File: src/shared/lapb_pkg.sv
// Constants and types shared by the LED and audio power-budget manager
package lapb_pkg;

    // Configuration register location, reset value and writable bits
    localparam logic [7:0] BUDGET_ADDR = 8'h0D;
    localparam logic [7:0] BUDGET_RESET = 8'h02;
    localparam logic [7:0] BUDGET_WMASK = 8'h1B;
    localparam int LED_POL_BIT = 4;
    localparam int AUD_POL_BIT = 3;
    localparam int BOOST_POL_LSB = 0;
    localparam int BOOST_POL_MSB = 1;

    // Boost-voltage policy field encodings
    typedef enum logic [1:0] {
        BOOST_MAX_DEMAND = 2'b00,
        BOOST_LED_ONLY = 2'b01,
        BOOST_BYPASS = 2'b10,
        BOOST_FIXED_5V = 2'b11
    } lapb_boost_t;

    // Budget manager states
    typedef enum logic [1:0] {
        ST_IDLE = 2'b00,
        ST_SETTLE = 2'b01,
        ST_LED_CUT = 2'b10
    } lapb_state_t;

    // Speaker gain codes: 000 mute, 001 lowest audible, 100 highest valid
    localparam int GAIN_W = 3;
    localparam logic [2:0] GAIN_FLOOR = 3'h1;
    localparam logic [2:0] GAIN_MAX_VALID = 3'h4;
    localparam logic [2:0] GAIN_STEP = 3'h1;

    // Timing: settle after the audio cut, spacing of LED current steps
    localparam int CLK_PERIOD_NS = 10;
    localparam int SETTLE_TIME_NS = 10000;
    localparam int LED_STEP_TIME_NS = 20000;
    localparam int SETTLE_CYCLES =
        (SETTLE_TIME_NS + CLK_PERIOD_NS - 1) / CLK_PERIOD_NS;
    localparam int LED_STEP_CYCLES =
        (LED_STEP_TIME_NS + CLK_PERIOD_NS - 1) / CLK_PERIOD_NS;
    localparam int TIMER_W = 16;

endpackage : lapb_pkg

File: src/verilog/lapb_step_down.sv
// Saturating step-down of a code, never going below a floor
`timescale 1ns/1ps
module lapb_step_down #(
    parameter int W = 3
) (
    // Operands
    input wire logic [W-1:0] value_in,
    input wire logic [W-1:0] steps_in,
    input wire logic [W-1:0] floor_in,
    // Result
    output logic [W-1:0] value_out
);

    // Codes at or below the floor pass unchanged
    always_comb begin
        if (value_in <= floor_in) begin
            value_out = value_in;
        end else if ((value_in - floor_in) < steps_in) begin
            value_out = floor_in;
        end else begin
            value_out = value_in - steps_in;
        end
    end

endmodule : lapb_step_down

File: src/verilog/lapb_power_budget_mgr.sv
// LED and audio power-budget manager with its configuration register
//
// Summary of operation
// RL1 - LED policy clear: step LED current down under overload, held until LED event ends.
// RL2 - LED policy set: LED current passes exactly as software programmed.
// RL3 - Audio policy clear, LEDs active, overload, gain code 2 to 4: cut speaker gain once.
// RL4 - Overload persisting after the audio cut hands over to LED policy.
// RL5 - End of LED event restores original speaker gain automatically.
// RL6 - Audio policy set: no automatic gain cut during LED activity.
// RL7 - Boost field 00: target is larger of Class G and LED demand.
// RL8 - Boost field 01: LED demand while LEDs on, bypass while off.
// RL9 - Boost field 10, reset value: boost held in bypass.
// RL10 - Boost field 11: boost regulated to fixed 5 V code.
// RL11 - One audio cut lowers the programmed gain code by one step.
// RL12 - Reserved bits 7:5 and 2 read zero, writes ignored.
// RL13 - LED activity from LED drivers, overload from thermal and limit.
`timescale 1ns/1ps
module lapb_power_budget_mgr #(
    parameter int LED_W = 4,
    parameter int DEM_W = 8,
    parameter logic [7:0] FIXED_5V_CODE = 8'h50,
    parameter int SETTLE_CYCLES = lapb_pkg::SETTLE_CYCLES,
    parameter int LED_STEP_CYCLES = lapb_pkg::LED_STEP_CYCLES
) (
    // Clock and reset
    input wire logic sys_clk_in,
    input wire logic nrst_in,
    // Register port
    input wire logic [7:0] reg_addr_in,
    input wire logic [7:0] reg_wdata_in,
    input wire logic reg_wr_in,
    input wire logic reg_rd_in,
    output logic [7:0] reg_rdata_out,
    // Activity and overload indications
    input wire logic led_active_in,
    input wire logic thermal_near_in,
    input wire logic current_limit_in,
    // Programmed settings and voltage demands
    input wire logic [2:0] speaker_gain_field_in,
    input wire logic [LED_W-1:0] led_current_in,
    input wire logic [DEM_W-1:0] classg_demand_in,
    input wire logic [DEM_W-1:0] led_demand_in,
    // Applied settings and status
    output logic [2:0] speaker_gain_out,
    output logic [LED_W-1:0] led_current_out,
    output logic [DEM_W-1:0] boost_target_out,
    output logic boost_bypass_out,
    output logic audio_cut_out,
    output logic led_cut_out
);

    localparam int TW = lapb_pkg::TIMER_W;
    localparam logic [TW-1:0] SETTLE_LOAD = TW'(SETTLE_CYCLES - 1);
    localparam logic [TW-1:0] STEP_LOAD = TW'(LED_STEP_CYCLES - 1);
    localparam logic [LED_W-1:0] LED_CUT_MAX = {LED_W{1'b1}};
    localparam logic [LED_W-1:0] LED_ONE = LED_W'(1);

    // Configuration register
    logic [7:0] cfg_reg;
    logic [7:0] cfg_next;
    logic [7:0] rdata_reg;
    logic [7:0] rdata_next;
    logic led_pol;
    logic aud_pol;
    lapb_pkg::lapb_boost_t boost_pol;

    // Write and read decode; reserved bits are never stored
    always_comb begin
        cfg_next = cfg_reg;
        rdata_next = 8'h00;
        if (reg_wr_in && reg_addr_in == lapb_pkg::BUDGET_ADDR) begin
            cfg_next = reg_wdata_in & lapb_pkg::BUDGET_WMASK; // RL12
        end
        if (reg_rd_in && reg_addr_in == lapb_pkg::BUDGET_ADDR) begin
            rdata_next = cfg_reg; // RL12
        end
    end

    always_ff @(posedge sys_clk_in or negedge nrst_in) begin
        if (!nrst_in) begin
            cfg_reg <= lapb_pkg::BUDGET_RESET; // RL9
            rdata_reg <= 8'h00;
        end else begin
            cfg_reg <= cfg_next;
            rdata_reg <= rdata_next;
        end
    end

    assign led_pol = cfg_reg[lapb_pkg::LED_POL_BIT];
    assign aud_pol = cfg_reg[lapb_pkg::AUD_POL_BIT];
    assign boost_pol = lapb_pkg::lapb_boost_t'(
        cfg_reg[lapb_pkg::BOOST_POL_MSB:lapb_pkg::BOOST_POL_LSB]);

    // Overload pins come from analog monitors, so two flops each
    logic [1:0] sync1_reg;
    logic [1:0] sync2_reg;
    logic overload;

    always_ff @(posedge sys_clk_in or negedge nrst_in) begin
        if (!nrst_in) begin
            sync1_reg <= 2'h0;
            sync2_reg <= 2'h0;
        end else begin
            sync1_reg <= {current_limit_in, thermal_near_in};
            sync2_reg <= sync1_reg;
        end
    end

    assign overload = |sync2_reg; // RL13

    // Budget sequencer state
    lapb_pkg::lapb_state_t state_reg;
    lapb_pkg::lapb_state_t state_next;
    logic [TW-1:0] timer_reg;
    logic [TW-1:0] timer_next;
    logic audio_cut_reg;
    logic audio_cut_next;
    logic [LED_W-1:0] led_cut_reg;
    logic [LED_W-1:0] led_cut_next;
    logic gain_valid;
    logic gain_cuttable;

    // Mute and reserved gain codes are never stepped
    assign gain_valid = speaker_gain_field_in <= lapb_pkg::GAIN_MAX_VALID;
    assign gain_cuttable = gain_valid &&
        speaker_gain_field_in > lapb_pkg::GAIN_FLOOR;

    // The audio cut is taken once per LED event, then LED policy rules
    always_comb begin
        state_next = state_reg;
        timer_next = timer_reg;
        audio_cut_next = audio_cut_reg;
        led_cut_next = led_cut_reg;
        if (!led_active_in) begin
            state_next = lapb_pkg::ST_IDLE; // RL5
            timer_next = '0;
            audio_cut_next = 1'b0; // RL5
            led_cut_next = '0;
        end else begin
            unique case (state_reg)
                lapb_pkg::ST_IDLE: begin
                    if (overload && !aud_pol && gain_cuttable) begin
                        audio_cut_next = 1'b1; // RL3
                        state_next = lapb_pkg::ST_SETTLE;
                        timer_next = SETTLE_LOAD;
                    end else if (overload) begin
                        state_next = lapb_pkg::ST_LED_CUT; // RL6
                        timer_next = '0;
                    end
                end
                lapb_pkg::ST_SETTLE: begin
                    // Let the amplifier settle before judging the cut
                    if (timer_reg != '0) begin
                        timer_next = timer_reg - 1'b1;
                    end else if (overload) begin
                        state_next = lapb_pkg::ST_LED_CUT; // RL4
                    end
                end
                lapb_pkg::ST_LED_CUT: begin
                    if (timer_reg != '0) begin
                        timer_next = timer_reg - 1'b1;
                    end else if (overload && !led_pol &&
                                 led_cut_reg != LED_CUT_MAX) begin
                        led_cut_next = led_cut_reg + LED_ONE; // RL1
                        timer_next = STEP_LOAD;
                    end
                end
                default: begin
                    state_next = lapb_pkg::ST_IDLE;
                end
            endcase
            if (led_pol) begin
                led_cut_next = '0; // RL2
            end
        end
    end

    always_ff @(posedge sys_clk_in or negedge nrst_in) begin
        if (!nrst_in) begin
            state_reg <= lapb_pkg::ST_IDLE;
            timer_reg <= '0;
            audio_cut_reg <= 1'b0;
            led_cut_reg <= '0;
        end else begin
            state_reg <= state_next;
            timer_reg <= timer_next;
            audio_cut_reg <= audio_cut_next;
            led_cut_reg <= led_cut_next;
        end
    end

    // Applied settings, derived from the programmed ones
    logic [2:0] gain_steps;
    logic [2:0] gain_applied;
    logic [LED_W-1:0] led_steps;
    logic [LED_W-1:0] led_applied;

    // Policy bits gate the cuts directly so a change takes effect at once
    assign gain_steps = (audio_cut_reg && !aud_pol && gain_valid) ?
        lapb_pkg::GAIN_STEP : 3'h0; // RL11
    assign led_steps = led_pol ? '0 : led_cut_reg; // RL2

    lapb_step_down #(
        .W(lapb_pkg::GAIN_W)
    ) u_gain_step (
        .value_in(speaker_gain_field_in),
        .steps_in(gain_steps),
        .floor_in(lapb_pkg::GAIN_FLOOR),
        .value_out(gain_applied)
    );

    lapb_step_down #(
        .W(LED_W)
    ) u_led_step (
        .value_in(led_current_in),
        .steps_in(led_steps),
        .floor_in('0),
        .value_out(led_applied)
    );

    // Boost target selection
    logic [DEM_W-1:0] target_next;
    logic bypass_next;

    always_comb begin
        target_next = '0;
        bypass_next = 1'b1;
        unique case (boost_pol)
            lapb_pkg::BOOST_MAX_DEMAND: begin
                bypass_next = 1'b0;
                target_next = (classg_demand_in > led_demand_in) ?
                    classg_demand_in : led_demand_in; // RL7
            end
            lapb_pkg::BOOST_LED_ONLY: begin
                bypass_next = !led_active_in; // RL8
                target_next = led_active_in ? led_demand_in : '0; // RL8
            end
            lapb_pkg::BOOST_BYPASS: begin
                bypass_next = 1'b1; // RL9
            end
            lapb_pkg::BOOST_FIXED_5V: begin
                bypass_next = 1'b0;
                target_next = DEM_W'(FIXED_5V_CODE); // RL10
            end
        endcase
    end

    // Output flops; one cycle behind the settings they follow
    always_ff @(posedge sys_clk_in or negedge nrst_in) begin
        if (!nrst_in) begin
            speaker_gain_out <= 3'h0;
            led_current_out <= '0;
            boost_target_out <= '0;
            boost_bypass_out <= 1'b1;
            audio_cut_out <= 1'b0;
            led_cut_out <= 1'b0;
        end else begin
            speaker_gain_out <= gain_applied;
            led_current_out <= led_applied;
            boost_target_out <= target_next;
            boost_bypass_out <= bypass_next;
            audio_cut_out <= gain_steps != 3'h0;
            led_cut_out <= led_steps != '0;
        end
    end

    assign reg_rdata_out = rdata_reg;

endmodule : lapb_power_budget_mgr

File: config.mk
export PLATFORM = sky130hd
export DESIGN_NAME = lapb_power_budget_mgr
export DESIGN_NICKNAME = d
export VERILOG_FILES = /design/src/shared/lapb_pkg.sv /design/src/verilog/lapb_step_down.sv /design/src/verilog/lapb_power_budget_mgr.sv
export SDC_FILE = /design/constraint.sdc
export NUM_CORES = 1
export LEC_CHECK = 0
export BUFFER_PORTS_ARGS = -buffer_cell sky130_fd_sc_hd__buf_4
export CAP_MARGIN = 20
export CORE_AREA = 2 2 90 179
export CTS_BUF_LIST = sky130_fd_sc_hd__clkbuf_4
export DETAILED_ROUTE_END_ITERATION = 12
export DIE_AREA = 0 0 92 181
export SLEW_MARGIN = 30
export SYNTH_ARGS = -nofsm -noshare
export SYNTH_HDL_FRONTEND = slang
export SYNTH_HIERARCHICAL = 1
export SYNTH_SLANG_ARGS = --single-unit
File: constraint.sdc
create_clock -name sys_clk_in -period 2.17 [get_ports sys_clk_in]
set_input_delay 0.1085 -clock sys_clk_in [delete_from_list [all_inputs] [get_ports sys_clk_in]]
set_output_delay 0.1085 -clock sys_clk_in [all_outputs]
set_load 0.02 [all_outputs]
==> impl_metrics.toml <==
[run_status]
status = "complete, but fails checks"
violations = "setup timing"

[timing]
min_period_ns = 2.19
slew_headroom = 0.532
finalClockSkew_ns = 0.00957
period_share = 1.01
finalHoldViolations = 0
rsz0062_at_grt = "yes"
setup_violations = 3
slew_violations = 0
setup_ws_ns = -0.0244
final.setup.tns_ns = -0.0510
fmax_ghz = 0.456
tightestPinTransition_ns = 0.702
holdWs_ns = 0.0126

[floorplan]
row_count = 64
die_h_um = 181
fp.dieArea_um2 = 16700
die_w_um = 92
start_util = 0.248
pin_count = 72
core-area_um2 = 15200

[global_routing]
track_usage = 0.129
grt_pass1_wl_um = 17500
use_met2 = 0.258
antenna_found_initial = 1
globalRoute.totalOverflow = 0
grt_max_degree = 54
grt_pass1_vias = 3810
grt_util_met3 = 0.0142
grt_busiest_layer = "met2"
use_met1 = 0.120

[clock_network]
htreeDepth = 2
clk_pin_slew_worst_paths_ns = 0.15
tritoncts = "yes"
numCtsBuffers = 5
cts.sinks = 53
clock_latency_ns = 0.39
root_buffer = "clkbuf_4"
clockBufferDepth = 2

[placement]
io_buffers = 63
place_congestion = 0.847
place_area_um2 = 4730
dpl.hpwl_um = 8160
post-place-ws_ns = -0.0995

[pwr]
cellPowerDensity_nw_per_um2 = 817
p_leak_nw = 2.45
ir_drop_mv = 0.400

[worst_hold_path]
hold_depth = 3
min_path_type = "input port to flip-flop"
hold_path.startpoint = "led_current_in[3]"
whs_endpoint = "led_current_out[3]$_DFF_PN0_"

[logic_synthesis]
synthCells = 386
seq_area_frac_synth = 0.353
synthArstFlopShare = 1.00
synth_area_um2 = 3770
syn_area_per_cell_um2 = 9.76
ys_types = 78
synth-main-ff-cell = "dfrtp_1"
ys_seq_elements = 53
synth_warnings = 6
synth_enable_flop_cells = 0

[setup_path]
slowest_delay_ns = 0.43
reg2reg_from = "timer_reg[1]$_DFFE_PN0P_"
cp.required_ns = 2.46
end_kind = "flip-flop"
crit_buf_inv = 3
cp_cell_sequence = "inv_1, ha_2, or2b_1, nor4_4, buf_6, o2111a_2, buf_4, a211oi_1, o22a_1"
critPathSlowestCell = "dfrtp_1"
ff2ff_path_depth = 9
rr_endpoint = "timer_reg[9]$_DFFE_PN0P_"
worst_path_dominant_cell_family = "compound AO/OA/AOI/OAI gates"
critical_path_class = "flip-flop to flip-flop"
arrival_ns = 2.48
critPathMaxFanout = 9
crit_start = "timer_reg[1]$_DFFE_PN0P_"
reg2reg_slack_ns = -0.02
cp.depth = 9
startpoint_type = "flip-flop"

[routing]
routed_via_density = 4.96
vias = 3614
wl_per_cell_um = 14.7
drt_iter0_markers = 119
drc = 0
ant_nets = 0
drt-pass1-iter-count = 4
drt_wl_total_um = 10700

[final_layout]
multi_input_area_um2 = 2380
drive_gt1_frac = 0.327
register_area_um2 = 1330
n_fill_cell = 1609
fin_area_um2 = 5250
post-route-util = 0.345
largest_register_ffs = 16
synthToLayoutAreaGrowth_pct = 39.5
fin_nets = 607

[flow_run]
drv_cap = 0
-- kinds of logic after synthesis --
logic type / count (synthesis) / share of synthesized area
DFF: 53 / 0.353
xor gates and xnor gates: 6 / 0.0140
buffers and inverters: 57 / 0.0654
adders and majority gates: 33 / 0.118
and+or+nand+nor: 107 / 0.172
other: 2 / 0.00199
muxes: 14 / 0.0419
AOI/OAI and AO/OA: 114 / 0.235
-- cell type report --
type	instances	area share
repair buffers	132	0.201
clock inverters	2	0.00643
inverters	42	0.0300
clock buffers	6	0.00857
well taps	198	0.0472
flip-flops and latches	53	0.253
multi-input cells	294	0.453
diodes	1	0.000476
-- synth_stat cells (all sizes together), types with 5 or more instances --
| cell | count | area share |
|---|---|---|
| nor2b | 6 | 0.010 |
| o41ai | 5 | 0.012 |
| nand2b | 5 | 0.0083 |
| mux2i | 6 | 0.016 |
| a221oi | 5 | 0.013 |
| a211oi | 7 | 0.020 |
| nand4 | 5 | 0.010 |
| buf | 10 | 0.018 |
| nor3 | 10 | 0.019 |
| o21ai | 22 | 0.032 |
| mux2 | 8 | 0.026 |
| inv | 42 | 0.042 |
| nor2 | 19 | 0.019 |
| a22o | 9 | 0.021 |
| or4 | 7 | 0.016 |
| dfrtp | 51 | 0.34 |
| or3 | 8 | 0.013 |
| nand3 | 7 | 0.0093 |
| ha | 29 | 0.096 |
| and3 | 7 | 0.012 |
| a21oi | 22 | 0.032 |
| o211ai | 8 | 0.016 |
| clkbuf | 5 | 0.0053 |
| nand2 | 16 | 0.017 |
-- worst max-delay path by stage --
stage | endpoint
floorplan | timer_reg[13]$_DFFE_PN0P_
global placement | timer_reg[4]$_DFFE_PN0P_
detailed placement | timer_reg[13]$_DFFE_PN0P_
CTS | timer_reg[13]$_DFFE_PN0P_
global route | timer_reg[7]$_DFFE_PN0P_
finish | timer_reg[9]$_DFFE_PN0P_
-- metal layers --
layer	part of all wire	up-vias
met3	0.033	34
met1	0.34	1779
met5	0	-
met4	0.042	0
li1	-	1701
met2	0.59	100
-- report_power, final --
group          switching (W)  total [W]  internal (W)  leakage, nW
Combinational        0.00129    0.00245       0.00116         1.72
Clock               0.000318   0.000571      0.000253       0.0433
Sequential          0.000124    0.00127       0.00115        0.680
-- metrics by stage --
step / instances / power, W
floorplan: 403 / 0.00264
global placement: 685 / 0.00336
detailed placement: 685 / 0.00342
CTS: 718 / 0.00410
global route: 728 / 0.00459
finish: 728 / 0.00429
-- layout by cell type, fill, tap and decap left out, types with 4 or more instances in the layout --
master         count
or3_1              7
o21ai_0           17
conb_1            19
nand3_1            7
a22o_1             8
buf_4            107
inv_1             41
ha_1              23
dfrtp_1           51
dlygate4sd3_1     23
nand4_1            4
ha_2               4
mux2_2             6
o41ai_1            4
nor3_1             7
o21ai_1            4
fa_1               4
mux2i_1            6
nand2_1           15
clkbuf_4           6
o211ai_1           8
nand4b_1           4
and3_1             6
a221oi_1           4
a21oi_1           18
a21oi_2            4
nor2b_1            5
nor2_1            19
nand2b_1           5
a211oi_2           4
-- repair_timing --
action                     CTS  global route
setup endpoints to repair   13            30
pin swaps                    2             4
hold buffers                21             2
setup buffers                3             7
hold endpoints to repair    70             1
gates cloned                 1             0
resized for setup            4            23
-- tightest hold or removal path: stages --
cell and delay [ns]:
buf_4 0.10, nand4b_1 0.08, nand3_1 0.08
Power figures use the tool's default switching activity.
